`config.mk`:
```
export PLATFORM = sky130hd
export DESIGN_NAME = blarc_top
export DESIGN_NICKNAME = d
export VERILOG_FILES = /design/src/blarc_pkg.sv /design/src/blarc_refresh.sv /design/src/blarc_lanes.sv /design/src/blarc_top.sv
export SDC_FILE = /design/constraint.sdc
export NUM_CORES = 1
export LEC_CHECK = 0
export BUFFER_PORTS_ARGS = -buffer_cell sky130_fd_sc_hd__buf_2
export CAP_MARGIN = 20
export CORE_MARGIN = 2
export CORE_UTILIZATION = 30
export CTS_CLUSTER_DIAMETER = 60
export CTS_CLUSTER_SIZE = 28
export DETAILED_ROUTE_END_ITERATION = 7
export SYNTH_ARGS = -nofsm -noshare
export SYNTH_HDL_FRONTEND = slang
export SYNTH_SLANG_ARGS = --single-unit
```
`constraint.sdc`:
```
create_clock -name clock_i -period 12.5 [get_ports clock_i]
set_input_delay 1.25 -clock clock_i [delete_from_list [all_inputs] [get_ports clock_i]]
set_output_delay 1.25 -clock clock_i [all_outputs]
set_load 0.05 [all_outputs]
```
`src/blarc_pkg.sv`:
```
// Package of constants and types for the lane aligner and refresh counter block
package blarc_pkg;
  // Register offsets (byte addresses on the plain register port)
  localparam logic [7:0] BLARC_OFS_EVENT_COUNT = 8'h00;
  localparam logic [7:0] BLARC_OFS_TIMER_STATUS = 8'h04;
  localparam logic [7:0] BLARC_OFS_IRQ_STATUS = 8'h08;
  localparam logic [7:0] BLARC_OFS_IRQ_MASK = 8'h0C;
  localparam logic [7:0] BLARC_OFS_BUS_CONFIG = 8'h10;
  // Write keys
  localparam logic [5:0] BLARC_KEY_COUNT = 6'h29;
  localparam logic [7:0] BLARC_KEY_BYTE = 8'hA5;
  // Field positions
  localparam int BLARC_LIMIT_SEL_BIT = 2;
  localparam int BLARC_OVF_BIT = 7;
  // Reset values
  localparam logic [9:0] BLARC_COUNT_RESET = 10'h000;
  localparam logic [7:0] BLARC_STATUS_RESET = 8'h00;
  // Count limits selected by the limit-select bit
  localparam logic [9:0] BLARC_LIMIT_LOW = 10'h3FF;
  localparam logic [9:0] BLARC_LIMIT_HIGH = 10'h1FF;
  // Access size encoding
  typedef enum logic [1:0] {
    BLARC_SZ_BYTE = 2'b00,
    BLARC_SZ_WORD = 2'b01,
    BLARC_SZ_LONG = 2'b10
  } blarc_size_t;
  // Memory types
  typedef enum logic [2:0] {
    BLARC_MEM_NORMAL = 3'h0,
    BLARC_MEM_DRAM = 3'h1,
    BLARC_MEM_PSRAM = 3'h2,
    BLARC_MEM_SDRAM = 3'h3,
    BLARC_MEM_PCMCIA = 3'h4
  } blarc_mem_t;
  // Aligner states, Gray along the usual path
  typedef enum logic [1:0] {
    BLARC_ST_IDLE = 2'b00,
    BLARC_ST_XFER = 2'b01,
    BLARC_ST_WAIT = 2'b11,
    BLARC_ST_DONE = 2'b10
  } blarc_state_t;
endpackage

```
`src/blarc_refresh.sv`:
```
// Refresh event counter with keyed write and overflow detection
`timescale 1ns/1ps
module blarc_refresh
  import blarc_pkg::*;
(
  // Clock and control
  input wire logic clock_i,
  input wire logic srst_i,
  input wire logic ce_i,
  input wire logic por_i,
  input wire logic match_i,
  input wire logic limit_sel_i,
  // Keyed write
  input wire logic wr_i,
  input wire logic [9:0] wr_data_i,
  // State
  output logic [9:0] count_o,
  output logic ovf_pulse_o
);
  typedef struct packed {
    logic [9:0] count;
    logic ovf;
  } blarc_rf_t;
  blarc_rf_t st;
  blarc_rf_t next_st;
  logic [9:0] limit;

  // Counter update
  always_comb
  begin
    next_st = st;
    next_st.ovf = 1'b0;
    limit = limit_sel_i ? BLARC_LIMIT_HIGH : BLARC_LIMIT_LOW;
    if (wr_i)
    begin
      next_st.count = wr_data_i;
    end
    else if (match_i)
    begin
      if (st.count >= limit)
      begin
        next_st.count = BLARC_COUNT_RESET;
        next_st.ovf = 1'b1;
      end
      else
      begin
        next_st.count = st.count + 10'h001;
      end
    end
  end

  // Only power-on reset clears the count
  always_ff @(posedge clock_i)
  begin
    if (srst_i && por_i)
    begin
      st <= '{count: BLARC_COUNT_RESET, ovf: 1'b0};
    end
    else if (srst_i)
    begin
      st.ovf <= 1'b0;
    end
    else if (ce_i)
    begin
      st <= next_st;
    end
  end

  assign count_o = st.count;
  assign ovf_pulse_o = st.ovf;
endmodule

```
`src/blarc_lanes.sv`:
```
// Lane steering and strobe generation for one external bus beat
`timescale 1ns/1ps
module blarc_lanes
  import blarc_pkg::*;
(
  // Beat description
  input wire logic little_i,
  input wire logic [1:0] width_i,
  input wire logic [1:0] beat_size_i,
  input wire logic [1:0] beat_ofs_i,
  input wire logic [31:0] beat_data_i,
  // Lane outputs
  output logic [31:0] lane_data_o,
  output logic [3:0] lane_strobe_o,
  output logic [1:0] lane_pos_o
);
  logic [1:0] pos;

  // Lane index of the beat's lowest lane
  always_comb
  begin
    pos = 2'd0;
    lane_strobe_o = 4'h0;
    if (width_i == BLARC_SZ_BYTE)
    begin
      pos = 2'd0;
      lane_strobe_o = 4'h1;
    end
    else if (width_i == BLARC_SZ_WORD)
    begin
      if (beat_size_i == BLARC_SZ_BYTE)
      begin
        pos = little_i ? {1'b0, beat_ofs_i[0]} : {1'b0, ~beat_ofs_i[0]};
        lane_strobe_o = 4'h1 << pos;
      end
      else
      begin
        pos = 2'd0;
        lane_strobe_o = 4'h3;
      end
    end
    else
    begin
      if (beat_size_i == BLARC_SZ_BYTE)
      begin
        pos = little_i ? beat_ofs_i : ~beat_ofs_i;
        lane_strobe_o = 4'h1 << pos;
      end
      else if (beat_size_i == BLARC_SZ_WORD)
      begin
        pos = little_i ? {beat_ofs_i[1], 1'b0} : {~beat_ofs_i[1], 1'b0};
        lane_strobe_o = 4'h3 << pos;
      end
      else
      begin
        pos = 2'd0;
        lane_strobe_o = 4'hF;
      end
    end
  end

  assign lane_data_o = beat_data_i << {pos, 3'b000};
  assign lane_pos_o = pos;
endmodule

```
`src/blarc_top.sv`:
```
// Bus lane aligner with access splitting and refresh event counter registers
//
// Local design decisions: strobed register access and the register addresses.
`timescale 1ns/1ps
module blarc_top
  import blarc_pkg::*;
(
  // Clock, reset, enable
  input wire logic clock_i,
  input wire logic srst_i,
  input wire logic ce_i,
  input wire logic por_i,
  input wire logic endian_select_pin_i,
  // Refresh timer events and status
  input wire logic refresh_match_i,
  // Register port
  input wire logic [7:0] reg_addr_i,
  input wire logic [15:0] reg_wdata_i,
  input wire logic reg_word_i,
  input wire logic reg_wr_i,
  input wire logic reg_rd_i,
  output logic [15:0] reg_rdata_o,
  output logic irq_o,
  // Core access request
  input wire logic req_valid_i,
  output logic req_ready_o,
  input wire logic req_write_i,
  input wire blarc_pkg::blarc_size_t req_size_i,
  input wire logic [1:0] req_ofs_i,
  input wire logic [31:0] req_wdata_i,
  output logic rsp_valid_o,
  output logic rsp_error_o,
  output logic [31:0] rsp_rdata_o,
  // External bus beat
  output logic ext_valid_o,
  output logic ext_write_o,
  output logic [1:0] ext_ofs_o,
  output logic [31:0] ext_wdata_o,
  output logic [3:0] write_strobe_o,
  output logic [3:0] column_strobe_o,
  output logic [3:0] data_mask_o,
  input wire logic ext_ack_i,
  input wire logic [31:0] ext_rdata_i
);
  // Whole block state, registered as one record
  typedef struct packed {
    logic little;
    logic [7:0] timer_status;
    logic [1:0] irq_status;
    logic [1:0] irq_mask;
    logic [2:0] mem_type;
    logic [1:0] width;
    logic [15:0] rdata;
    blarc_state_t state;
    logic write;
    logic [1:0] size;
    logic [1:0] base;
    logic [1:0] beat;
    logic [1:0] beats_m1;
    logic [31:0] wdata;
    logic [31:0] acc;
    logic rsp_valid;
    logic rsp_error;
    logic [31:0] rsp_data;
    logic [31:0] bus_data;
    logic [3:0] strobe;
  } blarc_st_t;

  // Internal nets between the parts
  blarc_st_t st;
  blarc_st_t next_st;
  logic key_ok_count;
  logic key_ok_byte;
  logic cnt_wr;
  logic [9:0] count;
  logic ovf_pulse;
  logic [1:0] beat_size;
  logic [1:0] beat_ofs;
  logic [31:0] beat_src;
  logic [31:0] lane_data;
  logic [3:0] lane_strobe;
  logic [1:0] lane_pos;
  logic [31:0] beat_rd;
  logic width_ok;
  logic [4:0] sh;

  // Key checks for refresh register writes
  assign key_ok_count = reg_word_i && reg_wdata_i[15:10] == BLARC_KEY_COUNT;
  assign key_ok_byte = reg_word_i && reg_wdata_i[15:8] == BLARC_KEY_BYTE;
  assign cnt_wr = reg_wr_i && reg_addr_i == BLARC_OFS_EVENT_COUNT && key_ok_count;

  // Refresh counter
  blarc_refresh u_refresh (
    .clock_i(clock_i),
    .srst_i(srst_i),
    .ce_i(ce_i),
    .por_i(por_i),
    .match_i(refresh_match_i),
    .limit_sel_i(st.timer_status[BLARC_LIMIT_SEL_BIT]),
    .wr_i(cnt_wr),
    .wr_data_i(reg_wdata_i[9:0]),
    .count_o(count),
    .ovf_pulse_o(ovf_pulse)
  );

  // Width permitted for the configured memory type
  always_comb
  begin
    case (blarc_mem_t'(st.mem_type))
      BLARC_MEM_NORMAL: width_ok = st.width != 2'b11;
      BLARC_MEM_DRAM, BLARC_MEM_PSRAM: width_ok = st.width != BLARC_SZ_BYTE
        && st.width != 2'b11;
      BLARC_MEM_SDRAM: width_ok = st.width == BLARC_SZ_LONG;
      BLARC_MEM_PCMCIA: width_ok = st.width != BLARC_SZ_LONG && st.width != 2'b11;
      default: width_ok = 1'b0;
    endcase
  end

  // Beat size is the smaller of access and device width
  assign beat_size = (st.size > st.width) ? st.width : st.size;
  // Piece size as a shift count, 8 or 16 bits
  assign sh = (beat_size == BLARC_SZ_BYTE) ? 5'd3 : 5'd4;
  assign beat_ofs = st.base + ((beat_size == BLARC_SZ_BYTE) ? st.beat : {st.beat[0], 1'b0});
  // Big endian sends the most significant piece first
  assign beat_src = st.little
    ? (st.wdata >> ({3'b000, st.beat} << sh))
    : (st.wdata >> ({3'b000, st.beats_m1 - st.beat} << sh));

  // Lane steering for the current beat
  blarc_lanes u_lanes (
    .little_i(st.little),
    .width_i(st.width),
    .beat_size_i(beat_size),
    .beat_ofs_i(beat_ofs),
    .beat_data_i(beat_src),
    .lane_data_o(lane_data),
    .lane_strobe_o(lane_strobe),
    .lane_pos_o(lane_pos)
  );
  // Read lanes shifted down to bit zero
  assign beat_rd = ext_rdata_i >> {lane_pos, 3'b000};

  // Register, aligner and interrupt next state
  always_comb
  begin
    next_st = st;
    next_st.rsp_valid = 1'b0;
    next_st.rdata = 16'h0000;
    // Sticky events, set wins over clear
    if (reg_wr_i && reg_addr_i == BLARC_OFS_IRQ_STATUS)
    begin
      next_st.irq_status = st.irq_status & ~reg_wdata_i[1:0];
    end
    if (reg_wr_i && reg_addr_i == BLARC_OFS_TIMER_STATUS && key_ok_byte)
    begin
      next_st.timer_status = reg_wdata_i[7:0];
    end
    else if (reg_wr_i && reg_addr_i == BLARC_OFS_IRQ_MASK)
    begin
      next_st.irq_mask = reg_wdata_i[1:0];
    end
    else if (reg_wr_i && reg_addr_i == BLARC_OFS_BUS_CONFIG)
    begin
      next_st.mem_type = reg_wdata_i[4:2];
      next_st.width = reg_wdata_i[1:0];
    end
    if (ovf_pulse)
    begin
      next_st.timer_status[BLARC_OVF_BIT] = 1'b1;
      next_st.irq_status[0] = 1'b1;
    end
    // Register read, undefined bits zero
    if (reg_rd_i)
    begin
      if (reg_addr_i == BLARC_OFS_EVENT_COUNT)
      begin
        next_st.rdata = {6'h00, count};
      end
      else if (reg_addr_i == BLARC_OFS_TIMER_STATUS)
      begin
        next_st.rdata = {8'h00, st.timer_status};
      end
      else if (reg_addr_i == BLARC_OFS_IRQ_STATUS)
      begin
        next_st.rdata = {14'h0000, st.irq_status};
      end
      else if (reg_addr_i == BLARC_OFS_IRQ_MASK)
      begin
        next_st.rdata = {14'h0000, st.irq_mask};
      end
      else if (reg_addr_i == BLARC_OFS_BUS_CONFIG)
      begin
        next_st.rdata = {11'h000, st.mem_type, st.width};
      end
      else
      begin
        next_st.rdata = 16'h0000;
      end
    end
    // Access splitting state machine
    case (st.state)
      BLARC_ST_IDLE:
      begin
        // Latch the request and plan its beats
        if (req_valid_i)
        begin
          next_st.write = req_write_i;
          next_st.size = req_size_i;
          next_st.base = req_ofs_i;
          next_st.wdata = req_wdata_i;
          next_st.acc = 32'h0000_0000;
          next_st.beat = 2'd0;
          if (!width_ok)
          begin
            next_st.rsp_valid = 1'b1;
            next_st.rsp_error = 1'b1;
          end
          else
          begin
            next_st.rsp_error = 1'b0;
            next_st.state = BLARC_ST_XFER;
            if (req_size_i > st.width)
            begin
              next_st.beats_m1 = (req_size_i == BLARC_SZ_LONG && st.width == BLARC_SZ_BYTE)
                ? 2'd3 : 2'd1;
            end
            else
            begin
              next_st.beats_m1 = 2'd0;
            end
          end
        end
      end
      BLARC_ST_XFER:
      begin
        // Drive lanes and strobes for the whole beat
        next_st.bus_data = lane_data;
        next_st.strobe = lane_strobe;
        next_st.state = BLARC_ST_WAIT;
      end
      BLARC_ST_WAIT:
      begin
        if (ext_ack_i)
        begin
          next_st.strobe = 4'h0;
          // Reassemble in the order the pieces arrive
          if (beat_size == BLARC_SZ_BYTE)
          begin
            next_st.acc = st.little
              ? st.acc | ({24'h00_0000, beat_rd[7:0]} << ({3'b000, st.beat} << sh))
              : {st.acc[23:0], beat_rd[7:0]};
          end
          else
          begin
            next_st.acc = st.little
              ? st.acc | ({16'h0000, beat_rd[15:0]} << ({3'b000, st.beat} << sh))
              : {st.acc[15:0], beat_rd[15:0]};
          end
          if (st.beat == st.beats_m1)
          begin
            next_st.state = BLARC_ST_DONE;
          end
          else
          begin
            next_st.beat = st.beat + 2'd1;
            next_st.state = BLARC_ST_XFER;
          end
        end
      end
      BLARC_ST_DONE:
      begin
        // One-cycle response with the assembled data
        next_st.rsp_valid = 1'b1;
        next_st.rsp_data = st.acc;
        next_st.state = BLARC_ST_IDLE;
      end
      default:
      begin
        next_st.state = BLARC_ST_IDLE;
      end
    endcase
  end

  // State register; endian pin caught only at power-on reset
  always_ff @(posedge clock_i)
  begin
    if (srst_i)
    begin
      if (por_i)
      begin
        st <= '0;
        st.little <= endian_select_pin_i;
        st.timer_status <= BLARC_STATUS_RESET;
      end
      else
      begin
        // Manual reset aborts the access, keeps count and settings
        st.state <= BLARC_ST_IDLE;
        st.rdata <= 16'h0000;
        st.rsp_valid <= 1'b0;
        st.strobe <= 4'h0;
      end
    end
    else if (ce_i)
    begin
      st <= next_st;
    end
  end

  // Outputs
  assign req_ready_o = st.state == BLARC_ST_IDLE;
  assign reg_rdata_o = st.rdata;
  assign irq_o = |(st.irq_status & st.irq_mask);
  assign rsp_valid_o = st.rsp_valid;
  assign rsp_error_o = st.rsp_error;
  assign rsp_rdata_o = st.rsp_data;
  assign ext_valid_o = st.state == BLARC_ST_WAIT;
  assign ext_write_o = st.write;
  assign ext_ofs_o = beat_ofs;
  assign ext_wdata_o = st.bus_data;
  assign write_strobe_o = st.write ? st.strobe : 4'h0;
  assign column_strobe_o = st.strobe;
  assign data_mask_o = ~st.strobe;
endmodule

```
After elaboration in Yosys (flattened, before gate mapping) --
Cells that the tools add are included.
Storage, ports and cells: register bits 190, bits in latches 0, bits in writable memories 0, memory bits (read-only) 0, bits of input ports 104, output and inout port bits 100, word-level logic and storage cells 203, memories 0
Cells by class: add/sub/neg operators 4, $mul 0, div/mod/pow operators 0, magnitude comparators 3, eq/ne operators 29, shifts and indexed selects 11, multiplexer cells 69, bitwise operators 10, reduce and logical (&&, ||, !) cells 53
Operators with widths (number):
- $mux 32 | 7
- $mux 179 | 1
- $mux 178 | 1
- $mux 77 | 1
- $mux 73 | 1
- $mux 65 | 1
- $or 32x32->32 | 2
- $pmux 32 s2 | 1
- $shr 32x5->32 | 2
- $mux 10 | 5
- $mux 2 | 19
- $mux 34 | 1
- $shl 16x5->32 | 1
- $shl 32x5->32 | 1
- $shl 8x5->32 | 1
- $shr 32x5->16 | 1
- $mux 5 | 6
- $mux 4 | 7
- $reduce_bool 2->1 | 13
- $reduce_and 3->1 | 8
- $mux 18 | 1
- $eq 8x4->1 const B | 2
- $mux 8 | 2
- $reduce_and 5->1 | 3
- 45 further kinds | 91

Longest topological paths before layout --
Gate-level depths: netlist of run 1.
depth in word-level cells 20, depth in mapped cells 19, depth with buffers taken out 14

Modules after synthesis --
A second synthesis of run 1 with hierarchy kept.
Second synthesis, totals: cell total of the unflattened synthesis 1103, area, all modules 11322.1 um^2
By module, submodules not included:
- blarc_top | instances 1, cells an instance 896, area an instance 9701.8 um^2, seq. area each 5024.8 um^2
- blarc_lanes | instances 1, cells an instance 116, area an instance 879.6 um^2, seq. area each 0.0 um^2
- blarc_refresh | instances 1, cells an instance 91, area an instance 740.7 um^2, seq. area each 220.2 um^2

Worst setup path after synthesis of run 1 --
OpenSTA, ideal clock, no wires.
kind input to register, start point in srst_i, end point reg st[134] in the netlist's numbering (enable), setup time 303 ps, data arrival time 4650 ps, data required time 12197 ps, setup slack 7547 ps, stages on the path 4, buffers on the path 0, cell sequence inv_1 > nand2_1 > o21ai_0 > o21a_1
Between the ends: cells in the longest elaborated chain, start to end 2, elaborated cells between the ends (all ways) 6, those cells by class eq/ne: 1; reduce/logical: 5
RTL lines:
- start, declared | RTL line blarc_top.sv:10 | input wire logic srst_i,
- $ne 2x1->1 (no line) / $reduce_bool 2->1 (equally long branches)
- $reduce_and 5->1 (no line) (*)
- end signal, assigned | RTL line blarc_top.sv:306 | st <= next_st;
- end, declared | RTL line blarc_top.sv:70 | blarc_st_t st;
Every way passes the cells marked *; elsewhere a longest branch is shown, timed or not. A chain may end at the register's enable or synchronous reset.

Worst setup path after layout of run 1 --
start point reg st[162] in the netlist's numbering, end point reg st, in the netlist ext_wdata_o[26] (data pin)
Between the ends: cells in the longest elaborated chain, start to end 15, elaborated cells between the ends (all ways) 29, those cells by class add/sub: 1; order compare: 1; eq/ne: 2; shift: 5; mux: 15; bitwise: 3; reduce/logical: 2
RTL lines:
- $gt 2x2->1 | RTL line blarc_top.sv:120 | assign beat_size = (st.size > st.width) ? st.width : st.size;
- $mux 2 | RTL line blarc_top.sv:120
- $logic_not 2->1
- $mux 2 | RTL line blarc_top.sv:123 | assign beat_ofs = st.base + ((beat_size == BLARC_SZ_BYTE) ? st.beat : {st.beat[0], 1'b0});
- $add 2x2->2 | RTL line blarc_top.sv:123
- $not 1->1 | RTL line blarc_lanes.sv:51 | pos = little_i ? {beat_ofs_i[1], 1'b0} : {~beat_ofs_i[1], 1'b0};
- $mux 2 | RTL line blarc_lanes.sv:51
- $mux 2 | RTL line blarc_lanes.sv:49 | else if (beat_size_i == BLARC_SZ_WORD)
- $mux 2 | RTL line blarc_lanes.sv:44 | if (beat_size_i == BLARC_SZ_BYTE)
- $mux 2 | RTL line blarc_lanes.sv:29 | else if (width_i == BLARC_SZ_WORD)
- $mux 2 | RTL line blarc_lanes.sv:24 | if (width_i == BLARC_SZ_BYTE)
- $shl 32x5->32 (*) | RTL line blarc_lanes.sv:62 | assign lane_data_o = beat_data_i << {pos, 3'b000};
- $mux 32 (*) | RTL line blarc_top.sv:201 | case (st.state)
- $mux 178 (*) | RTL line blarc_top.sv:304 | else if (ce_i)
- $mux 179 (*) | RTL line blarc_top.sv:287 | if (srst_i)
Every way passes the cells marked *; elsewhere a longest branch is shown, timed or not. The select of a mux whose other input is x is not followed.

==> summary.log, run 1 <==
[critical_path] largest fanout on the critical path 31
[route] count of routing violations after the opening detailed-route iteration 812
[critical_path] cell chain of the critical path inv_1 > ha_1 > a21oi_1 > a22o_1 > o21ai_2 > buf_4 > nor2_1 > ha_1 > xor2_1 > or2_1 > nor4_2 > and2_1 > mux2_4 > a221o_1 > o211a_1
[die] Core ar. 34500 um^2
[yosys] count of different cell masters after synthesis 66
[placed_design] count of input and output buffers 197
[critical_path] Crit path arrival time 5100 ps
[power] Power Density 130 nW/um^2
[die] width of the die 191 um
[clock_network] Post-CTS Setup Repair Bufs 0
[global_routing] pin count of the biggest net entering global routing 52
[finish] Non-Filler Instances 1570
[yosys] async set-or-reset flop fraction in the synthesized netlist 0%
[timing] Peak Freq 204 MHz
[timing] number of max-slew violations in the final report 0
[finish] sequential cell area in the final layout 5250 um^2
[yosys] flip-flop and latch count after synthesis 184
[yosys] largest cells by area after synthesis edfxtp_1 45%, buf_4 6.1%, dfxtp_1 5.3%
[critical_path] delay of the slowest cell on the worst path 510 ps
[power] fraction of power spent switching nets 30.8%
[timing] clock period minus worst slack 4910 ps
[yosys] total number of yosys warnings 0
[route] DR vias 8278
[timing] Total Neg Setup Slack 0 ps
[power] cell leakage power 4.88 nW
[critical_path] critical path type reg -> reg
[yosys] most used standard cell by instance count after synthesis edfxtp_1
[yosys] Primary FF master, synth edfxtp_1
[clock_network] CTS tree yes
[critical_path] number of buffer and inverter stages on the critical path 2
[die] Die Area 36500 um^2
[timing] unrepaired setup endpoints after global routing no
[critical_path] Critical Path Slowest Stage Cell edfxtp_1
[route] Total Wirelength 31200 um
[yosys] top cells by count, synth 156 x edfxtp_1, 86 x nand2_1, 85 x and3_1, 85 x buf_4, 80 x nor2_1
[clock_network] Clock Sink Count 184
[yosys] fraction of post-synthesis cell area in the top cell type by area 44.6%
[route] average via count per standard cell 5.27
[finish] area used by multi-input combinational logic 4300 um^2
[clock_network] Clk Tree Root Cell clkbuf_16
[finish] fillcell total 3558
[placed_design] placed wire-length estimate after detailed placement 22600 um
[yosys] proportion of synthesized chip area in sequential cells 49.9%
[power] Clk network pwr share 34.8%
[critical_path] dominant delay contributor by cell family on the critical path compound AO/OA/AOI/OAI gates
[finish] layout cells sized above 1 24.6%
[flow_run] number of violations of the max-capacitance limit 0
[die] initial core utilization 30.4%
[global_routing] global-route wire length before repair 46900 um
[finish] synthesis-to-finish area growth 13.7%
[clock_network] post-CTS clock slew at the launch and capture registers of the worst setup and hold paths 90 ps
[power] Internal Pwr Total 1.07 mW
[finish] number of nets in the layout 1214
[clock_network] Max H-tree Level 4
[timing] Tightest Pin Transition 1050 ps
[global_routing] aggregate global-route resource usage 16.9%
[power] part of the power in combinational logic 18.9%
[global_routing] grt total ovfl 0
[clock_network] Num CTS Buffers 17
[placed_design] final estimated routing congestion in global placement 0.851
[critical_path] CP Capture Type flip-flop
[timing] Hold Vio Cnt, Final 0
[timing] Finish-stage setup viols 0
[yosys] Avg Cell Area, Syn 10.3 um^2
[critical_path] Most Frequent Cell on Critical Path ha_1
[status] status finished clean
[power] share of power burned in registers 46.3%
[global_routing] via count of the first global-routing pass 7705
[route] final routed DRC violation total 0
[power] maximum resistive drop on vdd 0.0000968 V
[yosys] cells after synthesis 1015
[clock_network] number of buffers added to fix hold violations after cts 0
[yosys] number of flops mapped to enable cells by yosys 156
[clock_network] Resized cells post-CTS 0
[timing] setup clock skew after layout 20.3 ps
[route] routed len/inst 19.9 um
[timing] post-route clock period utilization 39.3%
[yosys] top cell type by total area after synthesis edfxtp_1
[worst_hold_path] worst hold path class reg -> reg
[power] Switch Pwr 479 uW
[critical_path] type of origin of the critical path flip-flop
[die] die extent in y 191 um
[die] number of rows created at floorplan 68
[global_routing] initial antenna violation count 1
[yosys] cell area after synthesis 10500 um^2
[route] 1st-pass router iterations 6
[placed_design] placed insts 1535
[critical_path] critical path data required time 12690 ps
[die] boundary pin count 204
[clock_network] number of buffers on the longest clock path 2
[timing] Slew headroom 29.9%
[clock_network] clock latency reported for the late side of the worst-skew pair 450 ps
[route] Antenna Violating Nets Remaining 0
-- worst min-delay path: stages (launching register included) --
cell	delay [ps]
dfxtp_1	310
nand2_1	50
a21oi_1	50
-- registers in the layout, indices dropped and copies added (netlist names) --
signal and flops:
ext_wdata_o 32, u_refresh.ovf_pulse_o 1, u_refresh.count_o 10, ext_write_o 1, column_strobe_o 4, st 91, rsp_rdata_o 32, next_st 1
rsp_valid_o 1, reg_rdata_o 10, rsp_error_o 1
-- kinds of logic (layout without fill, tap and decap cells) --
logic type,after synthesis,count (layout),share of synthesized area (%)
AND/OR/NAND/NOR,318,318,15.1
AO/OA/AOI/OAI,244,244,16.8
flip-flops,184,184,49.9
buffers and inverters,184,278,9.79
multiplexers,67,67,6.64
adder cells (fa/ha/maj),9,9,1.07
XOR/XNOR,8,8,0.667
other,1,7,0.0357
-- placed cells by master (no fill, tap or decap), types with 12 or more instances in the layout --
cell type / count
edfxtp_1: 156
o211ai_1: 17
buf_2: 198
a21oi_1: 38
inv_1: 30
nor2_1: 78
buf_4: 18
dfxtp_1: 28
a22oi_1: 23
o221ai_1: 24
and3_1: 85
o21ai_1: 14
o21ai_0: 30
nand2_1: 86
and2_1: 20
mux2i_1: 49
clkbuf_16: 17
a22o_1: 20
a31oi_1: 12
-- power groups by stage --
stage / Combinational, mW / Sequential, mW / Clock [mW]
final: 0.293 / 0.719 / 0.540
after global routing: 0.316 / 0.722 / 0.569
after CTS: 0.291 / 0.719 / 0.553
after detailed placement: 0.290 / 0.732 / 0
after global placement: 0.288 / 0.732 / 0
after floorplan: 0.221 / 0.725 / 0
-- metal layers --
metal	up-vias	GRT usage, %	part of all wire (%)
met5	-	0	0
met4	0	4.44	1.3
met3	23	2.97	6.2
met2	337	26.8	46
met1	4024	23.7	46
li1	3894	-	-
-- through the flow --
| step | power [mW] | worst slack [ps] | cell area [um^2] | hold slack, ps | utilization [%] |
|---|---|---|---|---|---|
| final | 1.55 | 7590 | 11900 | 460 | 34.6 |
| after global routing | 1.61 | 7320 | 11900 | 486 | 34.6 |
| after CTS | 1.56 | 7640 | 11900 | 460 | 34.5 |
| after detailed placement | 1.02 | 7680 | 11300 | 451 | 32.8 |
| after global placement | 1.02 | 7820 | 11300 | 450 | 32.8 |
| after floorplan | 0.946 | 7550 | 10500 | 432 | - |
-- layout make-up --
type / count / area share [%]
inverter: 30 / 0.943
sequential: 184 / 43.9
timing repair buffer: 216 / 9.43
clock inverter: 15 / 1.32
tap: 455 / 4.77
multi-input combinational: 652 / 36.0
antenna: 1 / 0.0210
clock buffer: 17 / 3.56
-- final timing paths --
path         cells past startpoint  slack [ps]         endpoint            from
max                             15        7590  ext_wdata_o[26]         st[162]
min                              2         460   reg_rdata_o[9]  reg_rdata_o[9]
max reg2reg                     15        7590  ext_wdata_o[26]         st[162]
min reg2reg                      2         460   reg_rdata_o[9]  reg_rdata_o[9]
(Power assumes the default switching activity.)
==> run 2, diff against run 1 <==
ABC_AREA = 1   (was unset)
clock period = 4.6 ns   (was 12.5 ns; I/O delays follow)
==> run 2 against run 1 <==
Compared with the run above:
- register-to-register slack lost 7000 ps
- power grew to 3.0 times the previous value
- final cell count grew 31%
- wire length grew 8.6%
- via count grew 19%
- count of clock-buffer cells in the layout grew 5
- area after synthesis grew 8.2%
- first-iteration DRC count grew 13%
- non-clock buffer count shrank 1
- fmax grew 22%
- flip-flop and latch count is the same
- largest cell class unchanged
==> summary.log, run 2 <==
[die] width of the die 199 um [+3.9%]
[critical_path] type of origin of the critical path flip-flop
[die] boundary pin count 204 [unchanged]
[die] Die Area 39500 um^2 [+8.0%]
[timing] setup clock skew after layout 16.1 ps [-4.12 ps]
[clock_network] Resized cells post-CTS 0 [unchanged]
[route] Total Wirelength 33900 um [+8.6%]
[critical_path] critical register-to-register path startpoint st[161]
[timing] Slew headroom 28.9% [-1.0 points]
[yosys] cell area after synthesis 11400 um^2 [+8.2%]
[global_routing] initial antenna violation count 2 [+1]
[clock_network] Clock Sink Count 184 [unchanged]
[clock_network] number of buffers on the longest clock path 2 [unchanged]
[finish] fillcell total 4005 [+13%]
[route] Antenna Violating Nets Remaining 0 [unchanged]
[clock_network] Clk Tree Root Cell clkbuf_16
[finish] sequential cell area in the final layout 5250 um^2 [unchanged]
[yosys] total number of yosys warnings 0 [unchanged]
[critical_path] endpoint of the lowest-slack register-to-register path st[83]
[timing] post-route clock period utilization 87.3% [+48 points]
[global_routing] via count of the first global-routing pass 9602 [+25%]
[global_routing] grt total ovfl 0 [unchanged]
[timing] unrepaired setup endpoints after global routing no
[global_routing] global-route wire length before repair 52800 um [+13%]
[route] routed len/inst 16.5 um [-17%]
[critical_path] source of the critical timing path st[161]
[clock_network] number of buffers added to fix hold violations after cts 0 [unchanged]
[route] DR vias 9834 [+19%]
[die] Core ar. 37500 um^2 [+8.5%]
[finish] commonest cells after routing, fill and taps aside 353 x nand2_1, 198 x buf_2, 183 x inv_1, 160 x nor2_1, 156 x edfxtp_1
[yosys] Primary FF master, synth edfxtp_1
[placed_design] placed wire-length estimate after detailed placement 24800 um [+9.6%]
[critical_path] Crit path arrival time 4310 ps [-790 ps]
[status] status finished clean
[yosys] top cells by count, synth 353 x nand2_1, 183 x inv_1, 160 x nor2_1, 156 x edfxtp_1, 88 x buf_4
[clock_network] CTS tree yes
[finish] number of nets in the layout 1639 [+35%]
[die] die extent in y 199 um [+3.9%]
[finish] largest reg by FF count st
[route] 1st-pass router iterations 6 [unchanged]
[clock_network] Max H-tree Level 4 [unchanged]
[critical_path] end point of the critical path st[83]
[yosys] proportion of synthesized chip area in sequential cells 46.1% [-3.8 points]
[yosys] most used standard cell by instance count after synthesis nand2_1
[timing] Finish-stage setup viols 0 [unchanged]
[timing] Peak Freq 249 MHz [+22%]
[worst_hold_path] number of stages on the worst hold path 3 [+1]
[finish] synthesis-to-finish area growth 12.8%
[global_routing] aggregate global-route resource usage 17.4% [+0.49 points]
[clock_network] clock latency reported for the late side of the worst-skew pair 450 ps [about the same]
[timing] Hold Vio Cnt, Final 0 [unchanged]
[finish] leading cell type in the layout, fill and taps excluded nand2_1
[yosys] cells after synthesis 1439 [+42%]
[power] maximum resistive drop on vdd 0.000278 V [+190%]
[yosys] async set-or-reset flop fraction in the synthesized netlist 0% [unchanged]
[yosys] count of different cell masters after synthesis 48 [-27%]
[placed_design] final estimated routing congestion in global placement 0.874 [+2.7%]
[finish] area used by multi-input combinational logic 4450 um^2 [+3.6%]
[clock_network] Num CTS Buffers 17 [unchanged]
[power] total power 4.72 mW [+200%]
[timing] number of max-slew violations in the final report 0 [unchanged]
[die] number of rows created at floorplan 71 [+4.4%]
[yosys] top cell type by total area after synthesis edfxtp_1
[timing] Tightest Pin Transition 1070 ps [+16.4 ps]
[placed_design] count of input and output buffers 197 [unchanged]
[yosys] Avg Cell Area, Syn 7.90 um^2 [-24%]
[power] Power Density 368 nW/um^2 [+180%]
[finish] layout cells sized above 1 19.2% [-5.4 points]
[power] cell leakage power 5.78 nW [+18%]
[finish] flip-flop count of the largest register after layout 91 [unchanged]
[clock_network] post-CTS clock slew at the launch and capture registers of the worst setup and hold paths 70 ps [-20 ps]
[critical_path] CP Capture Type flip-flop
[worst_hold_path] worst hold path class in -> reg
[route] average via count per standard cell 4.79 [-9.1%]
[clock_network] Post-CTS Setup Repair Bufs 0 [unchanged]
[die] initial core utilization 30.3% [-0.086 points]
[route] count of routing violations after the opening detailed-route iteration 915 [+13%]
[critical_path] worst setup slack for register-to-register paths 580 ps [-7010 ps]
[timing] clock period minus worst slack 4020 ps [-891 ps]
[critical_path] FF-to-FF path depth 19 [+4]
[yosys] largest cells by area after synthesis edfxtp_1 41%, nand2_1 12%, inv_1 6.0%
[flow_run] number of violations of the max-capacitance limit 0 [unchanged]
[yosys] fraction of post-synthesis cell area in the top cell type by area 41.2% [-3.4 points]
[timing] Total Neg Setup Slack 0 ps [unchanged]
[critical_path] largest fanout on the critical path 53 [+71%]
[yosys] flip-flop and latch count after synthesis 184 [unchanged]
[route] final routed DRC violation total 0 [unchanged]
[yosys] number of flops mapped to enable cells by yosys 156 [unchanged]
[global_routing] pin count of the biggest net entering global routing 54 [+3.8%]
[critical_path] critical path type reg -> reg
[critical_path] critical path data required time 4890 ps [-7800 ps]
## run 2: kinds of logic (layout without fill, tap and decap cells)
logic type / count (synthesis) / in the layout / share of synthesized area, %
flip-flops: 184 / 184 / 46.1
XOR/XNOR: 7 / 7 / 0.539
other: 1 / 8 / 0.0330
adder cells (fa/ha/maj): 9 / 9 / 0.991
buffers and inverters: 340 / 435 / 15.0
AO/OA/AOI/OAI: 234 / 234 / 11.7
AND/OR/NAND/NOR: 664 / 664 / 25.5
## run 2: area by class of cell
cell class / count / share of cell area, %
well taps: 511 / 4.99
inverters: 188 / 5.56
multi-input cells: 920 / 34.7
repair buffers: 215 / 8.82
flip-flops and latches: 184 / 40.9
diodes: 2 / 0.0390
clock buffers: 22 / 3.80
clock inverters: 10 / 1.18
## run 2: per-stage QoR
step	hold WS, ps	worst slack [ps]	std cells	instance area, um^2	utilization [%]
2_1_floorplan	429	522	1444	11400	-
3_3_place_gp	443	696	2016	12200	32.4
3_5_place_dp	451	617	2017	12200	32.4
4_1_cts	264	600	2049	12800	34.1
5_1_grt	300	234	2050	12800	34.2
6_report	282	583	2052	12800	34.2
## run 2: critical path, cell delays in order, from the launching register on
cell	delay, ps
edfxtp_1	500
ha_1	320
nand2_1	110
nand3_2	150
nand3_4	140
nor2_4	40
ha_1	310
xor2_1	330
nor2_4	90
nand2_4	420
inv_4	340
o21ai_1	300
nand4_1	200
nand2_2	190
nand2_1	70
nand2_1	70
nand2_1	50
nand2_1	60
nand2_1	50
a21oi_1	120
## run 2: layer usage
layer | vias up | share of wire, % | global-route usage (%) | routed length, um
met4 | 0 | 1.8 | 5.36 | 618
met2 | 417 | 45 | 27.8 | 15400
li1 | 4817 | - | - | -
met1 | 4564 | 45 | 23.8 | 15300
met3 | 36 | 7.8 | 3.29 | 2650
met5 | - | 0 | 0 | 0
## run 2: worst min path at each step
stage,slack [ps],end,from
floorplan,430,reg_rdata_o[3],reg_rdata_o[3]
CTS,260,next_st[178],endian_select_pin_i
finish,280,next_st[178],endian_select_pin_i
detailed placement,450,reg_rdata_o[7],reg_rdata_o[7]
global placement,440,reg_rdata_o[3],reg_rdata_o[3]
global route,300,next_st[178],endian_select_pin_i
## run 2: report_power, final
part / total [mW] / switching, mW / internal (mW)
logic: 1.12 / 0.832 / 0.291
clock network: 1.62 / 0.689 / 0.935
registers: 1.97 / 0.0535 / 1.92
==> run 3, diff against run 2 <==
--- a/config.mk
+++ b/config.mk
@@ -17,2 +17,3 @@
 export SYNTH_HDL_FRONTEND = slang
+export SYNTH_HIERARCHICAL = 1
 export SYNTH_SLANG_ARGS = --single-unit
==> constraint.sdc (replaced) <==
create_clock -name clock_i -period 4.6 [get_ports clock_i]
set_input_delay 0.69 -clock clock_i [delete_from_list [all_inputs] [get_ports clock_i]]
set_output_delay 0.69 -clock clock_i [all_outputs]
set_load 0.05 [all_outputs]
==> run 3 against run 2 <==
Compared with the run above:
- clock skew is 2.8 ps higher
- combinational power is 13% higher
- die area is 4.4% higher
==> summary.log, run 3 <==
[finish] synthesis-to-finish area growth 11.5%
[power] cell leakage power 6.16 nW [+6.5%]
[route] average via count per standard cell 4.80 [+0.24%]
[global_routing] global-route wire length before repair 55900 um [+5.9%]
[clock_network] Resized cells post-CTS 0 [unchanged]
[die] width of the die 203 um [+2.2%]
[flow_run] number of violations of the max-capacitance limit 0 [unchanged]
[timing] Tightest Pin Transition 782 ps [-283 ps]
[power] share of power burned in registers 41.9% [about the same]
[route] Antenna Violating Nets Remaining 0 [unchanged]
[finish] Non-Filler Instances 2199 [+7.2%]
[power] fraction of power spent switching nets 36.8% [+3.4 points]
[global_routing] grt total ovfl 0 [unchanged]
[timing] Total Neg Setup Slack 0 ps [unchanged]
[worst_hold_path] worst hold path class reg -> reg
[timing] Finish-stage setup viols 0 [unchanged]
[timing] Hold Vio Cnt, Final 0 [unchanged]
[yosys] largest cells by area after synthesis edfxtp_1 39%, nand2_1 14%, nor2_1 6.6%
[global_routing] initial antenna violation count 2 [unchanged]
[power] Internal Pwr Total 2.99 mW [-4.9%]
[critical_path] Critical Path Slowest Stage Cell inv_1
[finish] fillcell total 4133 [+3.2%]
[route] 1st-pass router iterations 5 [-1]
[critical_path] Crit path arrival time 4370 ps [+60 ps]
[power] part of the power in combinational logic 26.6% [+2.8 points]
[route] count of routing violations after the opening detailed-route iteration 1094 [+20%]
[timing] number of max-slew violations in the final report 0 [unchanged]
[die] number of rows created at floorplan 72 [+1.4%]
[yosys] cell area after synthesis 11900 um^2 [+4.5%]
[worst_hold_path] startpoint of the tightest hold check path reg_rdata_o[4]
[clock_network] clock latency reported for the late side of the worst-skew pair 460 ps [about the same]
[clock_network] Max H-tree Level 4 [unchanged]
[clock_network] Num CTS Buffers 17 [unchanged]
[critical_path] type of origin of the critical path flip-flop
[worst_hold_path] number of stages on the worst hold path 2 [-1]
[timing] clock period minus worst slack 4050 ps [+32.5 ps]
[status] status finished clean
[critical_path] CP Capture Type flip-flop
[clock_network] number of buffers on the longest clock path 2 [unchanged]
[critical_path] Most Frequent Cell on Critical Path nand2_1
[critical_path] cell chain of the critical path inv_1 > ha_1 > nand2_1 > nand2_2 > nand3_1 > nand3_2 > nor2_8 > ha_1 > nand2_1 > nand2_2 > nand3_4 > clkinv_1 > inv_1 > nand2_1 > nand3_1 > nand2_1 > inv_1 > nand3_1 > nand2_1 > nand2_1 > nand2_1 > nand2_1 > nor2_1
[clock_network] Post-CTS Setup Repair Bufs 0 [unchanged]
[global_routing] aggregate global-route resource usage 17.3% [-0.11 points]
[power] Clk network pwr share 31.5% [-2.9 points]
[yosys] count of different cell masters after synthesis 44 [-8.3%]
[die] die extent in y 203 um [+2.2%]
[power] Power Density 357 nW/um^2 [-2.9%]
[critical_path] delay of the slowest cell on the worst path 640 ps [+140 ps]
[finish] leading cell type in the layout, fill and taps excluded nand2_1
[timing] post-route clock period utilization 88.0% [+0.71 points]
[die] Die Area 41200 um^2 [+4.4%]
[global_routing] pin count of the biggest net entering global routing 66 [+22%]
[timing] setup clock skew after layout 19.0 ps [+2.84 ps]
[timing] Slew headroom 47.7% [+19 points]
[placed_design] final estimated routing congestion in global placement 0.893 [+2.2%]
[yosys] top cells by count, synth 432 x nand2_1, 209 x nor2_1, 182 x inv_1, 156 x edfxtp_1, 116 x nand3_1
[route] DR vias 10564 [+7.4%]
[yosys] total number of yosys warnings 6 [+6]
[clock_network] CTS tree yes
[clock_network] Clock Sink Count 184 [unchanged]
[die] boundary pin count 204 [unchanged]
[clock_network] Clk Tree Root Cell clkbuf_16
[worst_hold_path] Min-Delay Endpoint reg_rdata_o[4]
[placed_design] count of input and output buffers 197 [unchanged]
[finish] number of nets in the layout 1780 [+8.6%]
[finish] flip-flop count of the largest register after layout 91 [unchanged]
[timing] unrepaired setup endpoints after global routing no
[timing] Peak Freq 247 MHz [-0.80%]
[finish] commonest cells after routing, fill and taps aside 432 x nand2_1, 209 x nor2_1, 197 x buf_2, 182 x inv_1, 156 x edfxtp_1
[yosys] proportion of synthesized chip area in sequential cells 44.2% [-2.0 points]
[critical_path] dominant delay contributor by cell family on the critical path simple AND/OR/NAND/NOR gates
[finish] final instance area 13200 um^2 [+3.3%]
[route] Total Wirelength 35900 um [+5.9%]
[critical_path] endpoint of the lowest-slack register-to-register path st[99]
[placed_design] placed wire-length estimate after detailed placement 26600 um [+7.2%]
[power] Switch Pwr 1.74 mW [+10%]
[power] maximum resistive drop on vdd 0.000174 V [-37%]
[clock_network] post-CTS clock slew at the launch and capture registers of the worst setup and hold paths 90 ps [+20 ps]
[placed_design] area post-placement 12700 um^2 [+4.1%]
[yosys] most used standard cell by instance count after synthesis nand2_1
[yosys] number of flops mapped to enable cells by yosys 156 [unchanged]
[yosys] cells after synthesis 1584 [+10%]
[finish] largest reg by FF count st
[critical_path] critical path data required time 4920 ps [+30 ps]
[critical_path] worst setup slack for register-to-register paths 550 ps [-30 ps]
[critical_path] critical register-to-register path startpoint st[162]
[yosys] async set-or-reset flop fraction in the synthesized netlist 0% [unchanged]
[yosys] flip-flop and latch count after synthesis 184 [unchanged]
[placed_design] placed insts 2166 [+7.4%]
[yosys] top cell type by total area after synthesis edfxtp_1
[global_routing] via count of the first global-routing pass 9800 [+2.1%]
[critical_path] critical path type reg -> reg
[route] final routed DRC violation total 0 [unchanged]
[yosys] fraction of post-synthesis cell area in the top cell type by area 39.4% [-1.8 points]
[die] Core ar. 38800 um^2 [+3.6%]
[yosys] Primary FF master, synth edfxtp_1
[finish] layout cells sized above 1 17.7% [-1.6 points]
[critical_path] largest fanout on the critical path 24 [-55%]
[critical_path] FF-to-FF path depth 23 [+4]
[yosys] Avg Cell Area, Syn 7.50 um^2 [-5.1%]
[route] routed len/inst 16.3 um [-1.2%]
[clock_network] number of buffers added to fix hold violations after cts 0 [unchanged]
[critical_path] number of buffer and inverter stages on the critical path 4 [+3]
[die] initial core utilization 30.6% [+0.27 points]
## run 3: how the worst max path moves through the flow
| stage | from | endpoint | slack (ps) | cells past startpoint |
|---|---|---|---|---|
| global route | st[162] | st[95] | 130 | 23 |
| finish | st[162] | st[99] | 550 | 23 |
| floorplan | st[162] | st[95] | 90 | 26 |
| detailed placement | st[162] | st[99] | 570 | 23 |
| CTS | st[162] | st[99] | 530 | 23 |
| global placement | st[162] | st[97] | 670 | 23 |
## run 3: cell families after synthesis
| group | Yosys count | synth area share, % |
|---|---|---|
| AOI/OAI and AO/OA | 175 | 8.52 |
| xor gates and xnor gates | 6 | 0.442 |
| adders and majority gates | 9 | 0.948 |
| buffers and inverters | 360 | 15.4 |
| DFF | 184 | 44.2 |
| other | 1 | 0.0316 |
| and+or+nand+nor | 849 | 30.5 |
## run 3: routing by layer
| metal | wire length (um) | global-route usage, % | vias up |
|---|---|---|---|
| met2 | 14900 | 24.7 | 469 |
| met5 | 10 | 0 | - |
| met3 | 3250 | 3.95 | 40 |
| met1 | 17300 | 26.0 | 4833 |
| met4 | 506 | 4.48 | 2 |
| li1 | - | - | 5220 |
## run 3: area by class of cell
type | count | area (um^2) | area share, %
sequential | 184 | 5250 | 39.6
multi-input combinational | 1045 | 4840 | 36.5
timing repair buffer | 221 | 1170 | 8.86
inverter | 198 | 748 | 5.65
tap | 518 | 648 | 4.89
clock buffer | 18 | 429 | 3.24
clock inverter | 14 | 158 | 1.19
antenna | 1 | 2.50 | 0.0189
## run 3: worst register-to-register path: cells and delay by family, from the launching register on
kind / cells / cell delay [ps]
simple gates: 17 / 1600
fa+ha+maj: 2 / 530
flops: 1 / 470
buf+inv: 4 / 1330
## run 3: power groups by stage
stage	registers (mW)	logic (mW)	clock network, mW
floorplan	2.00	0.992	0
global placement	2.02	1.24	0
detailed placement	2.02	1.25	0
CTS	1.98	1.26	1.53
global route	1.99	1.41	1.58
finish	1.98	1.26	1.49
## run 3: stage by stage
step / util (%) / setup WS (ps) / power (mW) / hold WS [ps]
after floorplan: - / 93.1 / 2.99 / 427
after global placement: 32.6 / 674 / 3.26 / 440
after detailed placement: 32.6 / 572 / 3.27 / 449
after CTS: 34.1 / 531 / 4.76 / 464
after global routing: 34.1 / 129 / 4.98 / 485
final: 34.1 / 550 / 4.73 / 466
